## src/fwg_defs.svh

```systemverilog
`ifndef FWG_DEFS_SVH
`define FWG_DEFS_SVH
// array geometry: 64 KB blocks
`define FWG_BLK_W 9
`define FWG_BLOCKS 10'h200
`define FWG_LEVEL_ALL 4'hA
// latch commands and the ungated volatile bank write
`define FWG_OP_LATCH_SET 8'h06
`define FWG_OP_LATCH_CLR 8'h04
`define FWG_OP_VBANK_WR 8'hC5
// array program opcodes
`define FWG_OP_PP 8'h02
`define FWG_OP_PP_LONG 8'h12
`define FWG_OP_QPP_A 8'h32
`define FWG_OP_QPP_B 8'h38
`define FWG_OP_QPP_LONG_A 8'h34
`define FWG_OP_QPP_LONG_B 8'h3E
// array erase opcodes
`define FWG_OP_SE_A 8'hD7
`define FWG_OP_SE_B 8'h20
`define FWG_OP_SE_LONG 8'h21
`define FWG_OP_HBE 8'h52
`define FWG_OP_HBE_LONG 8'h5C
`define FWG_OP_BE 8'hD8
`define FWG_OP_BE_LONG 8'hDC
`define FWG_OP_CE_A 8'hC7
`define FWG_OP_CE_B 8'h60
// register and protection opcodes
`define FWG_OP_SR_WR 8'h01
`define FWG_OP_FR_WR 8'h42
`define FWG_OP_RP_NV 8'h65
`define FWG_OP_ERP_NV 8'h85
`define FWG_OP_IR_ERASE 8'h64
`define FWG_OP_IR_PROG 8'h62
`define FWG_OP_BOOT_WR 8'h15
`define FWG_OP_NVBANK_WR 8'h18
`define FWG_OP_SP_PROG 8'hFD
`define FWG_OP_SP_PROG_LONG 8'hE3
`define FWG_OP_SP_ERASE 8'hE4
`define FWG_OP_SCHEME_PROG 8'h2F
`define FWG_OP_LOCK_WR 8'hA6
`define FWG_OP_FREEZE 8'h91
`define FWG_OP_PWD_PROG 8'hE8
// status and function byte field positions
`define FWG_SR_BUSY 0
`define FWG_SR_LATCH 1
`define FWG_SR_LVL_LO 2
`define FWG_SR_QUAD 6
`define FWG_SR_LOCK 7
`define FWG_FR_SIDE 1
// register offsets
`define FWG_REG_STATUS 2'h0
`define FWG_REG_FUNC 2'h1
`define FWG_REG_REJECTS 2'h2
`endif

```

## src/fwg_pkg.sv

```systemverilog
`include "fwg_defs.svh"
package fwg_pkg;
    // one framed instruction
    typedef struct packed {
        logic [7:0] opcode;
        logic [`FWG_BLK_W-1:0] block;
        logic [7:0] data;
    } fwg_cmd_t;
    // whole module state
    typedef struct packed {
        logic latch;
        logic lock;
        logic quad;
        logic [3:0] level;
        logic side;
        logic busy;
        logic grant;
        logic [7:0] grant_op;
        logic grant_long;
        logic reject;
        logic [7:0] rejects;
        logic [7:0] rdata;
    } fwg_state_t;
endpackage

```

## src/fwg_guard.sv

```systemverilog
`timescale 1ns/1ps
`default_nettype none
`include "fwg_defs.svh"

module fwg_guard
    import fwg_pkg::*;
#(
    parameter int REJ_LIMIT = 255
) (
    // clock and synchronous reset
    input wire logic MCLK,
    input wire logic RESET_N,
    // framed instruction from the host side
    input wire fwg_cmd_t CMD,
    input wire logic CMD_VALID,
    input wire logic ADDR4_MODE,
    // array engine finished the granted work
    input wire logic OP_DONE,
    // write-protect pin, low protects
    input wire logic WP_N,
    // register port
    input wire logic [1:0] REG_ADDR,
    input wire logic [7:0] REG_WDATA,
    input wire logic REG_WR,
    input wire logic REG_RD,
    // read data, one cycle after the strobe
    output logic [7:0] REG_RDATA,
    // hand-off to the array engine
    output logic GRANT,
    output logic [7:0] GRANT_OPCODE,
    output logic GRANT_LONG_ADDR,
    // refusal pulse, only the refusal count moves
    output logic REJECT,
    // status levels
    output logic BUSY,
    output logic WRITE_LATCH,
    // pin function selects
    output logic QUAD_IO_EN,
    output logic WP_FUNC_EN,
    output logic PAUSE_FUNC_EN
);

    ////////////////////////////////////////////////////////////////////////////
    // elaboration checks

    // the counter is eight bits wide and must count at least once
    if (REJ_LIMIT < 1 || REJ_LIMIT > 255) begin : g_bad_limit
        $error("REJ_LIMIT must lie in 1..255");
    end

    // saturation value at counter width
    localparam logic [7:0] REJ_MAX = 8'(REJ_LIMIT);

    ////////////////////////////////////////////////////////////////////////////
    // opcode classification

    // opcodes that need the latch flag first
    function automatic logic is_gated(input logic [7:0] op);
        // result, clear unless listed
        logic g;
        g = 1'b0;
        unique case (op)
            // page programs
            `FWG_OP_PP, `FWG_OP_QPP_A, `FWG_OP_QPP_B,
            `FWG_OP_QPP_LONG_A, `FWG_OP_QPP_LONG_B: g = 1'b1;
            // long address page program
            `FWG_OP_PP_LONG: g = 1'b1;
            // sector, full block and whole array erase
            `FWG_OP_SE_A, `FWG_OP_SE_B, `FWG_OP_BE,
            `FWG_OP_BE_LONG, `FWG_OP_CE_A, `FWG_OP_CE_B: g = 1'b1;
            // half block and long sector erase
            `FWG_OP_HBE, `FWG_OP_HBE_LONG, `FWG_OP_SE_LONG: g = 1'b1;
            // status, function, read parameter writes
            `FWG_OP_SR_WR, `FWG_OP_FR_WR, `FWG_OP_RP_NV: g = 1'b1;
            // extended parameter, boot, bank writes
            `FWG_OP_ERP_NV, `FWG_OP_BOOT_WR, `FWG_OP_NVBANK_WR: g = 1'b1;
            // sector protection and password family
            `FWG_OP_SP_PROG, `FWG_OP_SP_PROG_LONG, `FWG_OP_SP_ERASE,
            `FWG_OP_SCHEME_PROG, `FWG_OP_FREEZE, `FWG_OP_PWD_PROG: g = 1'b1;
            // information row and lock bit write
            `FWG_OP_IR_ERASE, `FWG_OP_IR_PROG, `FWG_OP_LOCK_WR: g = 1'b1;
            // everything else passes the gate untouched
            default: g = 1'b0;
        endcase
        return g;
    endfunction

    // opcodes that program or erase a block of the main array
    function automatic logic is_array_op(input logic [7:0] op);
        // result, clear unless listed
        logic a;
        a = 1'b0;
        unique case (op)
            // programs and erases with a block address
            `FWG_OP_PP, `FWG_OP_PP_LONG, `FWG_OP_QPP_A, `FWG_OP_QPP_B,
            `FWG_OP_QPP_LONG_A, `FWG_OP_QPP_LONG_B,
            `FWG_OP_SE_A, `FWG_OP_SE_B, `FWG_OP_SE_LONG,
            `FWG_OP_HBE, `FWG_OP_HBE_LONG, `FWG_OP_BE, `FWG_OP_BE_LONG: a = 1'b1;
            // no block address carried
            default: a = 1'b0;
        endcase
        return a;
    endfunction

    // opcodes that always carry a four-byte address
    function automatic logic is_long_op(input logic [7:0] op);
        // result, clear unless listed
        logic l;
        l = 1'b0;
        unique case (op)
            // long page program
            `FWG_OP_PP_LONG: l = 1'b1;
            // the other long-address forms
            `FWG_OP_QPP_LONG_A, `FWG_OP_QPP_LONG_B, `FWG_OP_SE_LONG,
            `FWG_OP_HBE_LONG, `FWG_OP_BE_LONG, `FWG_OP_SP_PROG_LONG: l = 1'b1;
            // width follows the current address mode
            default: l = 1'b0;
        endcase
        return l;
    endfunction

    ////////////////////////////////////////////////////////////////////////////
    // block protection decode

    // true when a block lies inside the region picked by level and side
    function automatic logic blk_protected(
        input logic [3:0] lvl,
        input logic side,
        input logic [`FWG_BLK_W-1:0] blk
    );
        // length of the protected region in blocks
        logic [9:0] span;
        // result
        logic hit;
        span = 10'h000;
        hit = 1'b0;
        if (lvl >= `FWG_LEVEL_ALL) begin
            // codes ten and up cover the whole array, side ignored
            hit = 1'b1;
        end else if (lvl != 4'h0) begin
            // region is 2^(n-1) blocks long
            span = 10'h001 << (lvl - 4'h1);
            if (side) begin
                // bottom: from block zero upward
                hit = ({1'b0, blk} < span);
            end else begin
                // top: ending at the last block
                hit = ({1'b0, blk} >= (`FWG_BLOCKS - span));
            end
        end
        // code zero leaves hit clear: nothing protected
        return hit;
    endfunction

    ////////////////////////////////////////////////////////////////////////////
    // state

    // registered state
    fwg_state_t s_q;
    // next state
    fwg_state_t s_d;

    // status byte as software and the host see it
    logic [7:0] status_byte;
    // function byte: only the side select is kept here
    logic [7:0] func_byte;
    // write-protect pin level that counts; a data line when quad is on
    logic wp_high;
    // decoded checks for the framed instruction
    // opcode needs the latch flag
    logic gated;
    // opcode targets a block of the array
    logic array_op;
    // opcode erases the whole array
    logic whole_erase;
    // target block lies in the protected region
    logic hit;
    // status bits frozen by lock bit and pin
    logic sr_locked;

    ////////////////////////////////////////////////////////////////////////////
    // combinational helpers

    // read views and instruction checks
    always_comb begin
        status_byte = 8'h00;
        status_byte[`FWG_SR_BUSY] = s_q.busy;
        status_byte[`FWG_SR_LATCH] = s_q.latch;
        status_byte[`FWG_SR_LVL_LO +: 4] = s_q.level;
        status_byte[`FWG_SR_QUAD] = s_q.quad;
        status_byte[`FWG_SR_LOCK] = s_q.lock;
        // function byte view
        func_byte = 8'h00;
        func_byte[`FWG_FR_SIDE] = s_q.side;
        // with quad on the pin is a data line, so no hardware lock
        wp_high = s_q.quad | WP_N;
        // classify the framed opcode
        gated = is_gated(CMD.opcode);
        array_op = is_array_op(CMD.opcode);
        whole_erase = (CMD.opcode == `FWG_OP_CE_A) || (CMD.opcode == `FWG_OP_CE_B);
        // protection of the target block
        hit = blk_protected(s_q.level, s_q.side, CMD.block);
        // lock bit plus pin low freezes the status bits
        sr_locked = s_q.lock & ~wp_high;
    end

    ////////////////////////////////////////////////////////////////////////////
    // next-state logic

    // instruction gate, operation tracking and register port
    always_comb begin
        // hold everything by default
        s_d = s_q;
        // pulses last one cycle
        s_d.grant = 1'b0;
        s_d.reject = 1'b0;
        s_d.rdata = 8'h00;

        // running operation ends when the array engine reports done
        if (s_q.busy && OP_DONE) begin
            s_d.busy = 1'b0;
            s_d.latch = 1'b0;
        end

        // checks are made once the instruction has been framed
        if (CMD_VALID) begin
            if (s_q.busy) begin
                // nothing is taken while an operation runs
                s_d.reject = 1'b1;
            end else if (CMD.opcode == `FWG_OP_LATCH_SET) begin
                // latch set: only the flag moves
                s_d.latch = 1'b1;
            end else if (CMD.opcode == `FWG_OP_LATCH_CLR) begin
                // latch clear: only the flag moves
                s_d.latch = 1'b0;
            end else if (CMD.opcode == `FWG_OP_VBANK_WR) begin
                // volatile write goes straight through
                s_d.grant = 1'b1;
                s_d.grant_op = CMD.opcode;
                s_d.grant_long = ADDR4_MODE;
            end else if (gated) begin
                if (!s_q.latch) begin
                    // latch not set: refused, only the refusal count moves
                    s_d.reject = 1'b1;
                end else if (whole_erase && (s_q.level != 4'h0)) begin
                    // whole array erase needs every level bit clear
                    s_d.reject = 1'b1;
                end else if (array_op && hit) begin
                    // target block sits in the protected region
                    s_d.reject = 1'b1;
                end else if ((CMD.opcode == `FWG_OP_SR_WR) && sr_locked) begin
                    // hardware locked status register
                    s_d.reject = 1'b1;
                end else begin
                    // accepted: start the operation and hold busy
                    s_d.grant = 1'b1;
                    s_d.grant_op = CMD.opcode;
                    s_d.grant_long = is_long_op(CMD.opcode) | ADDR4_MODE;
                    s_d.busy = 1'b1;
                    if (CMD.opcode == `FWG_OP_SR_WR) begin
                        // latch bit of the data byte is not used
                        s_d.lock = CMD.data[`FWG_SR_LOCK];
                        s_d.quad = CMD.data[`FWG_SR_QUAD];
                        s_d.level = CMD.data[`FWG_SR_LVL_LO +: 4];
                    end
                    if (CMD.opcode == `FWG_OP_FR_WR) begin
                        // side select is one-time: it can only be set
                        s_d.side = s_q.side | CMD.data[`FWG_FR_SIDE];
                    end
                end
            end else begin
                // ungated instruction: forwarded without checks
                s_d.grant = 1'b1;
                s_d.grant_op = CMD.opcode;
                s_d.grant_long = is_long_op(CMD.opcode) | ADDR4_MODE;
            end
        end

        // register port writes
        if (REG_WR) begin
            unique case (REG_ADDR)
                // side select may be set, never cleared
                `FWG_REG_FUNC: s_d.side = s_d.side | REG_WDATA[`FWG_FR_SIDE];
                // any write clears the refusal count
                `FWG_REG_REJECTS: s_d.rejects = 8'h00;
                // status is read-only here, offset three unmapped
                default: s_d.rejects = s_d.rejects;
            endcase
        end

        // a refusal in the clearing cycle still counts
        if (s_d.reject && (s_d.rejects != REJ_MAX)) begin
            s_d.rejects = s_d.rejects + 8'h01;
        end

        // read data stands the cycle after the strobe
        if (REG_RD) begin
            unique case (REG_ADDR)
                // status byte with live busy and latch
                `FWG_REG_STATUS: s_d.rdata = status_byte;
                // function byte
                `FWG_REG_FUNC: s_d.rdata = func_byte;
                // refusal count
                `FWG_REG_REJECTS: s_d.rdata = s_q.rejects;
                // unmapped reads as zero
                default: s_d.rdata = 8'h00;
            endcase
        end
    end

    ////////////////////////////////////////////////////////////////////////////
    // state register

    // synchronous reset to factory defaults
    always_ff @(posedge MCLK) begin
        if (!RESET_N) begin
            // every field back to zero
            s_q <= '0;
        end else begin
            // take the next state
            s_q <= s_d;
        end
    end

    ////////////////////////////////////////////////////////////////////////////
    // outputs, all straight from flops

    // register port
    assign REG_RDATA = s_q.rdata;
    // operation hand-off
    assign GRANT = s_q.grant;
    assign GRANT_OPCODE = s_q.grant_op;
    assign GRANT_LONG_ADDR = s_q.grant_long;
    // refusal pulse
    assign REJECT = s_q.reject;
    // status levels
    assign BUSY = s_q.busy;
    assign WRITE_LATCH = s_q.latch;
    // pin function select
    assign QUAD_IO_EN = s_q.quad;
    assign WP_FUNC_EN = ~s_q.quad;
    assign PAUSE_FUNC_EN = ~s_q.quad;

endmodule // fwg_guard

`default_nettype wire

```

## config.mk

```make
export PLATFORM = sky130hd
export DESIGN_NAME = fwg_guard
export DESIGN_NICKNAME = d
export VERILOG_FILES = /design/src/fwg_pkg.sv /design/src/fwg_guard.sv
export VERILOG_INCLUDE_DIRS = /design/src
export SDC_FILE = /design/constraint.sdc
export NUM_CORES = 1
export LEC_CHECK = 0
export ABC_AREA = 1
export BUFFER_PORTS_ARGS = -buffer_cell sky130_fd_sc_hd__buf_2
export CORE_UTILIZATION = 59
export CTS_CLUSTER_DIAMETER = 50
export CTS_CLUSTER_SIZE = 28
export DETAILED_ROUTE_END_ITERATION = 7
export PLACE_DENSITY = 0.86
export SLEW_MARGIN = 0
export SYNTH_ARGS = -nofsm -noshare
export SYNTH_HDL_FRONTEND = slang
export SYNTH_SLANG_ARGS = --single-unit
export TNS_END_PERCENT = 100
```

## constraint.sdc

```tcl
create_clock -name MCLK -period 4.89 [get_ports MCLK]
set_input_delay 0.489 -clock MCLK [delete_from_list [all_inputs] [get_ports MCLK]]
set_output_delay 0.489 -clock MCLK [all_outputs]
set_load 0.03 [all_outputs]
```

==> impl_results.rst, run 1 <==
.. list-table::
   :header-rows: 1

   * - Metric
     - Value
   * - Result of the run
     - finished, final reports clean
   * - Power density cells
     - ~210 mW/mm^2
   * - Placed Area
     - 0.00311 mm^2
   * - Number of antenna violations at the first check in global routing
     - 0
   * - Critical path fanouts, max
     - 15
   * - Antenna cell count
     - 0
   * - Number of buffers inserted by hold repair at cts
     - 0
   * - Worst hold slack
     - roughly 0.43 ns
   * - Clock-pin slew on the worst setup and hold paths
     - 0.07 ns
   * - Clock tree from TritonCTS
     - yes
   * - Flops & latches, synth
     - 36
   * - Routability-driven placement congestion ratio
     - between 0.9 and 1
   * - Number of cell rows
     - 25
   * - Nature of the critical path endpoint
     - flop
   * - Wire length of the first global-routing pass
     - 11500 um
   * - Ports placed on the boundary
     - 67
   * - Chip Width
     - between 70 and 80 um
   * - Clk Latency, worst-skew pair
     - 0.28 ns
   * - Clock root cell
     - sky130_fd_sc_hd__clkbuf_8
   * - Total nets after synthesis
     - between 500 and 600
   * - Combined area of all synthesized cells
     - around 0.003 mm^2
   * - Primary FF master, synth
     - sky130_fd_sc_hd__dfxtp_1
   * - Post-CTS Setup Inserts
     - 0
   * - Final Setup Violations
     - 0
   * - Detailed-route DRC error count
     - 0
   * - Min Tclk post-route
     - approximately 3.4 ns
   * - Number of cells after detailed placement
     - a little under 600
   * - Fin. max-slew vios
     - 0
   * - Sequential-to-total area share from yosys stat
     - roughly 25%
   * - Clock Skews
     - ~0.006 ns
   * - Worst-Margin Slew
     - between 0.4 and 0.5 ns
   * - Leading cell types by total area after synthesis
     - sky130_fd_sc_hd__dfxtp_1 25%, sky130_fd_sc_hd__nand2_1 18%, sky130_fd_sc_hd__inv_1 9.3%
   * - Vias in the first global route
     - ~2.8k
   * - Post-route core utilization
     - approximately 68%
   * - Die boundary height
     - approximately 72 um
   * - Number of instances in the synthesized netlist
     - between 400 and 500
   * - Critical path class
     - flop to flop
   * - Detail Placement HPWL
     - about 5300 um
   * - CTS Sinks
     - 36
   * - Placeable core region
     - 0.00472 mm^2
   * - Synth unique cells
     - 35
   * - First-pass iteration count of the detailed router
     - 5
   * - Leakage power summed over all cells
     - ~1.8 nW
   * - Max-slew headroom at the worst pin
     - 69.6%
   * - Synth Area per Inst
     - around 6.1 um^2
   * - DRT antenna net count
     - 0
   * - Vias per Instance
     - a little over 5
   * - Fmax
     - around 0.3 GHz
   * - Post-CTS sizing
     - 0
   * - Worst endpoint required time
     - 5.06 ns
   * - Deepest level of the CTS H-tree
     - 2
   * - Fin nets
     - 582
   * - Non-filler cells in the finished layout
     - approximately 600
   * - Area growth syn-to-layout
     - 10.4%
   * - Area leader, netlist
     - sky130_fd_sc_hd__dfxtp_1
   * - Overall routed net length
     - about 6700 um
   * - Number of buffers created by CTS
     - 5
   * - DRT iter0 DRCs
     - 156
   * - Proportion of netlist area held by the largest area contributor
     - between 20% and 30%
   * - Setup Total Neg Slack
     - 0 ns
   * - Clock Tree Buf Depth
     - 2
   * - Total die area
     - around 0.0052 mm^2
   * - Warnings, synthesis
     - 0
   * - Critical path arrival
     - between 3 and 4 ns
   * - Unrepaired setup endpoints after global routing
     - no
   * - Number of I/O port buffers
     - 58
   * - Startpoint Class
     - flop
   * - Mean routed wirelength per cell
     - 11.4 um
   * - Initial standard-cell utilization of the core
     - 61.7%
   * - Post-Layout Inst Area
     - 0.00322 mm^2
   * - Worst vdd ir
     - approximately 0.00028 V
   * - Count of vias placed by the detailed router
     - roughly 3.0k
   * - Number of flops mapped to enable cells by yosys
     - 0
   * - Maximum number of pins on one net before global-route repair
     - 18
   * - Fraction of final layout cells sized beyond drive strength 1
     - around 17%
   * - Tot GR Track Use
     - 27.4%
   * - Hold WC Path Type
     - input pin to flop
   * - Sum of overflow across all layers after global routing
     - 0
   * - Final Hold Fails
     - 0
   * - Post-route clock period utilization
     - 69.5%
   * - Share of synthesized flip-flops with an asynchronous set or reset
     - 0%
   * - # Max-Cap Violations
     - 0
[where the power goes]
part / leakage (nW) / total (mW) / switching [mW] / internal (mW)
logic: 1.47 / 0.119 / 0.0789 / 0.0398
registers: 0.292 / 0.305 / 0.00406 / 0.301
clock network: 0.0552 / 0.257 / 0.105 / 0.151
total: 1.82 / 0.681 / 0.188 / 0.493
[cell usage after synthesis (all sizes together), types with 5 or more instances]
library cell  number
o21ai             19
dfxtp             36
inv               77
nor3               5
xor2               5
buf               20
nand3             22
nand2            146
nor2              68
ha                19
nand4             13
a21oi             34
[worst max-delay path: stages, from the launching register on]
cell and delay, ns:
sky130_fd_sc_hd__dfxtp_1 0.52, sky130_fd_sc_hd__nor2_1 0.14, sky130_fd_sc_hd__nand2_1 0.13, sky130_fd_sc_hd__ha_1 0.14, sky130_fd_sc_hd__inv_1 0.04, sky130_fd_sc_hd__nor2_1 0.18
sky130_fd_sc_hd__inv_1 0.08, sky130_fd_sc_hd__nor2_1 0.12, sky130_fd_sc_hd__nand2_1 0.06, sky130_fd_sc_hd__o21ai_0 0.09, sky130_fd_sc_hd__ha_1 0.26, sky130_fd_sc_hd__nand2_1 0.08
sky130_fd_sc_hd__inv_1 0.04, sky130_fd_sc_hd__a21oi_1 0.15, sky130_fd_sc_hd__nand2_1 0.08, sky130_fd_sc_hd__nand2_1 0.06, sky130_fd_sc_hd__nand2_1 0.05, sky130_fd_sc_hd__nand2_1 0.05
sky130_fd_sc_hd__nand2_1 0.05, sky130_fd_sc_hd__nand2_1 0.05, sky130_fd_sc_hd__nand2_1 0.04, sky130_fd_sc_hd__nand2_1 0.05, sky130_fd_sc_hd__nand2_1 0.05, sky130_fd_sc_hd__nand2_2 0.12
sky130_fd_sc_hd__nand4_2 0.29, sky130_fd_sc_hd__o21ai_0 0.29, sky130_fd_sc_hd__a21oi_1 0.07
[registers in the layout, summed over array words and instances (netlist names)]
register	cells
GRANT	1
GRANT_OPCODE	8
REG_RDATA	8
GRANT_LONG_ADDR	1
s_q	13
func_byte	1
REJECT	1
BUSY	1
WRITE_LATCH	1
QUAD_IO_EN	1
[layout make-up]
class / count / area (um^2)
fill: 423 / 1510
tap: 67 / 83.8
timing repair buffer: 58 / 290
clock inverter: 2 / 35.0
multi-input combinational: 342 / 1730
sequential: 36 / 721
inverter: 77 / 289
clock buffer: 6 / 72.6
[path summary, 6_finish.rpt]
kind | start | endpoint | slack [ns] | depth (start not counted)
setup reg to reg | s_q[32]$_SDFFE_PN0P_ | GRANT_OPCODE[6]$_SDFFE_PN0P_ | 1.49 | 26
setup / recovery | s_q[32]$_SDFFE_PN0P_ | GRANT_OPCODE[6]$_SDFFE_PN0P_ | 1.49 | 26
hold / removal | CMD[6] | QUAD_IO_EN$_SDFFE_PN0P_ | 0.43 | 3
hold reg to reg | GRANT_LONG_ADDR$_SDFFE_PN0P_ | GRANT_LONG_ADDR$_SDFFE_PN0P_ | 0.45 | 2
[metrics by stage]
step	power, mW	worst slack [ns]
final	0.681	1.49
after global routing	0.712	1.09
after CTS	0.685	1.52
after detailed placement	0.430	1.55
after global placement	0.426	1.62
after floorplan	0.397	2.06
[cell families (layout without fill, tap and decap cells)]
family / count (synthesis) / after routing / share of synthesized area [%]
and+or+nand+nor: 260 / 260 / 38.8
buffers and inverters: 101 / 143 / 16.0
AOI/OAI and AO/OA: 57 / 57 / 10.5
DFF: 36 / 36 / 24.7
adders and majority gates: 19 / 19 / 8.16
xor gates and xnor gates: 6 / 6 / 1.80
[layer usage]
layer	part of all wire, %	vias to the layer above	global-route usage, %
met5	0	-	0
met4	1.9	0	9.15
met3	8.3	17	6.25
met2	46	129	48.7
met1	43	1327	32.5
li1	-	1568	-
[cells in the final DEF (no fill, tap or decap), types with 2 or more instances in the layout]
cell type	instances
sky130_fd_sc_hd__clkbuf_8	5
sky130_fd_sc_hd__nor3_1	4
sky130_fd_sc_hd__o21ai_0	19
sky130_fd_sc_hd__nand3_1	20
sky130_fd_sc_hd__nor2_2	5
sky130_fd_sc_hd__a21oi_1	33
sky130_fd_sc_hd__and3_1	2
sky130_fd_sc_hd__nand3b_1	2
sky130_fd_sc_hd__inv_2	5
sky130_fd_sc_hd__nand2_1	141
sky130_fd_sc_hd__ha_1	19
sky130_fd_sc_hd__buf_2	58
sky130_fd_sc_hd__nand4_1	11
sky130_fd_sc_hd__dfxtp_1	36
sky130_fd_sc_hd__xor2_1	5
sky130_fd_sc_hd__inv_1	72
sky130_fd_sc_hd__nand2_2	5
sky130_fd_sc_hd__nor2_1	63
Power figures use the tool's default switching activity.
==> inputs of run 2 (changes only) <==
CORE_UTILIZATION = 55   (was 59)
PLACE_DENSITY = 0.81   (was 0.86)
clock period = 3.4 ns   (was 4.89 ns; I/O delays follow)
==> impl_results.rst, run 2 (synthesis gave the netlist of run 1 again) <==
.. list-table::
   :header-rows: 1

   * - Metric
     - Value
   * - Result of the run
     - finished, final reports clean
   * - Clk Latency, worst-skew pair
     - ~0.29 ns
   * - Critical path class
     - flop to flop
   * - Worst hold slack
     - around 0.27 ns
   * - Minimum setup slack among reg-to-reg paths
     - 0.28 ns
   * - Fillers
     - between 500 and 600
   * - Leading cell types in the layout, fill and taps excluded
     - 140 x sky130_fd_sc_hd__nand2_1, 71 x sky130_fd_sc_hd__inv_1, 59 x sky130_fd_sc_hd__nor2_1
   * - Clock Tree Buf Depth
     - 2
   * - Hold Path Depth
     - 3
   * - Critical path fanouts, max
     - 6
   * - Initial standard-cell utilization of the core
     - 57.1%
   * - Number of cell rows
     - 26
   * - Critical path arrival
     - around 3.3 ns
   * - Maximum number of pins on one net before global-route repair
     - 18
   * - Number of antenna violations at the first check in global routing
     - 0
   * - Vias per Instance
     - between 5 and 6
   * - Worst reg2reg startpoint
     - s_q[29]$_SDFFE_PN0P_
   * - Placed Area
     - ~0.0031 mm^2
   * - Routability-driven placement congestion ratio
     - 0.899
   * - Fmax
     - around 0.32 GHz
   * - Largest register FFs
     - 13
   * - Overall routed net length
     - around 6800 um
   * - Post-route core utilization
     - 65.0%
   * - # Max-Cap Violations
     - 0
   * - Unrepaired setup endpoints after global routing
     - yes
   * - Sum of overflow across all layers after global routing
     - 0
   * - Clock tree from TritonCTS
     - yes
   * - Post-route clock period utilization
     - 91.8%
   * - Terminus of the critical flop-to-flop path
     - s_q[29]$_SDFFE_PN0P_
   * - Detail Placement HPWL
     - between 5000 and 6000 um
   * - Final Hold Fails
     - 0
   * - Area growth syn-to-layout
     - 13.9%
   * - Path depth of the worst reg2reg path
     - 27
   * - DRT antenna net count
     - 0
   * - Nature of the critical path endpoint
     - flop
   * - Power density cells
     - slightly below 300 mW/mm^2
   * - Worst-Margin Slew
     - 0.443 ns
   * - Hold WC Path Type
     - input pin to flop
   * - Detailed-route DRC error count
     - 0
   * - Most frequent standard cell in the layout excluding fill and tap cells
     - sky130_fd_sc_hd__nand2_1
   * - Chip Width
     - roughly 75 um
   * - Die boundary height
     - approximately 75 um
   * - Number of I/O port buffers
     - a little under 60
   * - Launch instance of the worst min-delay path
     - CMD[3]
   * - Post-Layout Inst Area
     - 0.00332 mm^2
   * - DRT iter0 DRCs
     - ~150
   * - Count of vias placed by the detailed router
     - roughly 3.0k
   * - Ports placed on the boundary
     - between 60 and 70
   * - CTS Sinks
     - 36
   * - Worst endpoint required time
     - about 3.6 ns
   * - Fin nets
     - a little under 600
   * - Fin. max-slew vios
     - 0
   * - Mean routed wirelength per cell
     - between 10 and 15 um
   * - First-pass iteration count of the detailed router
     - 4
   * - Number of buffers inserted by hold repair at cts
     - 0
   * - Total die area
     - 0.00559 mm^2
   * - Deepest level of the CTS H-tree
     - 2
   * - Worst-case hold path end point
     - s_q[30]$_SDFFE_PN0P_
   * - Clock-pin slew on the worst setup and hold paths
     - 0.07 ns
   * - Clock Skews
     - between 0.004 and 0.005 ns
   * - Largest Register
     - s_q
   * - Final Setup Violations
     - 0
   * - Wire length of the first global-routing pass
     - between 10000 and 15000 um
   * - Fraction of final layout cells sized beyond drive strength 1
     - 19.0%
   * - Number of buffers created by CTS
     - 5
   * - Antenna cell count
     - 0
   * - Tot GR Track Use
     - approximately 25%
   * - Leakage power summed over all cells
     - 1.87 nW
   * - Placeable core region
     - approximately 0.0051 mm^2
   * - Worst vdd ir
     - 0.000427 V
   * - Min Tclk post-route
     - ~3.1 ns
   * - Vias in the first global route
     - 2701
   * - Clock root cell
     - sky130_fd_sc_hd__clkbuf_8
   * - Startpoint Class
     - flop
   * - Max-slew headroom at the worst pin
     - between 70% and 80%
-- run 2: cell types whose count changed in the layout (fill, tap and decap cells not counted), sizes merged --
cell	previous run	this run
buf	58	62
nand3	22	23
-- run 2: timing repair --
action                                  in CTS  in global routing
endpoints found under the setup margin       0                 23
resized for setup                            0                 13
buffers inserted                             0                  1
-- run 2: power breakdown --
part / internal (mW) / switching [mW] / total, mW
registers: 0.433 / 0.00560 / 0.438
clock network: 0.217 / 0.149 / 0.367
logic: 0.0581 / 0.113 / 0.171
total: 0.708 / 0.268 / 0.976
-- run 2: how the worst max path moves through the flow --
| stage | from | endpoint | slack [ns] | depth (start not counted) |
|---|---|---|---|---|
| 4_1_cts | s_q[30]$_SDFFE_PN0P_ | s_q[29]$_SDFFE_PN0P_ | 0.08 | 28 |
| 6_report | s_q[29]$_SDFFE_PN0P_ | s_q[29]$_SDFFE_PN0P_ | 0.28 | 27 |
| 2_1_floorplan | s_q[32]$_SDFFE_PN0P_ | QUAD_IO_EN$_SDFFE_PN0P_ | 0.57 | 30 |
| 3_3_place_gp | s_q[30]$_SDFFE_PN0P_ | GRANT_OPCODE[7]$_SDFFE_PN0P_ | 0.22 | 26 |
| 5_1_grt | s_q[29]$_SDFFE_PN0P_ | s_q[13]$_SDFF_PN0_ | -0.08 | 30 |
| 3_5_place_dp | s_q[30]$_SDFFE_PN0P_ | s_q[29]$_SDFFE_PN0P_ | 0.11 | 28 |
-- run 2: metal layers --
metal	GRT usage [%]	share of wire, %	vias to the layer above
li1	-	-	1584
met1	31.0	45	1304
met2	43.5	46	111
met3	5.09	7.1	14
met4	7.13	1.9	0
met5	0	0	-
-- run 2: layout make-up --
class	count	area (um^2)	share of cell area, %
Multi-Input combinational cell	343	1780	53.5
Clock inverter	2	35.0	1.06
Tap cell	70	87.6	2.64
Clock buffer	6	72.6	2.19
Sequential cell	36	726	21.9
Inverter	77	289	8.71
Timing Repair Buffer	62	333	10.0
-- run 2: worst max-delay path, stage by stage (launching register included) --
cell and delay (ns):
sky130_fd_sc_hd__dfxtp_2 0.33, sky130_fd_sc_hd__buf_4 0.14, sky130_fd_sc_hd__nor2_1 0.23, sky130_fd_sc_hd__inv_1 0.13, sky130_fd_sc_hd__nor2_1 0.21, sky130_fd_sc_hd__nor2_2 0.08, sky130_fd_sc_hd__nand2_1 0.06, sky130_fd_sc_hd__o21ai_0 0.08
sky130_fd_sc_hd__ha_1 0.27, sky130_fd_sc_hd__nand2_1 0.08, sky130_fd_sc_hd__inv_1 0.04, sky130_fd_sc_hd__a21oi_1 0.13, sky130_fd_sc_hd__nand2_1 0.09, sky130_fd_sc_hd__nand2_1 0.06, sky130_fd_sc_hd__nand2_1 0.05, sky130_fd_sc_hd__nand2_1 0.05
sky130_fd_sc_hd__nand2_1 0.04, sky130_fd_sc_hd__nand2_1 0.05, sky130_fd_sc_hd__nand2_1 0.04, sky130_fd_sc_hd__nand2_1 0.05, sky130_fd_sc_hd__nand2_1 0.08, sky130_fd_sc_hd__nand2_4 0.10, sky130_fd_sc_hd__nand2_1 0.09, sky130_fd_sc_hd__nor2_4 0.20
sky130_fd_sc_hd__nand3_2 0.16, sky130_fd_sc_hd__nand2_1 0.09, sky130_fd_sc_hd__nand2_1 0.05, sky130_fd_sc_hd__nor2_1 0.09
-- run 2: stage by stage --
stage	setup WS (ns)	cells	TNS, ns	total power, mW
3_5_place_dp	0.108	586	0	0.617
2_1_floorplan	0.567	479	0	0.572
3_3_place_gp	0.217	586	0	0.614
6_report	0.279	596	0	0.976
4_1_cts	0.0802	594	0	0.986
5_1_grt	-0.0765	596	-0.800	1.02
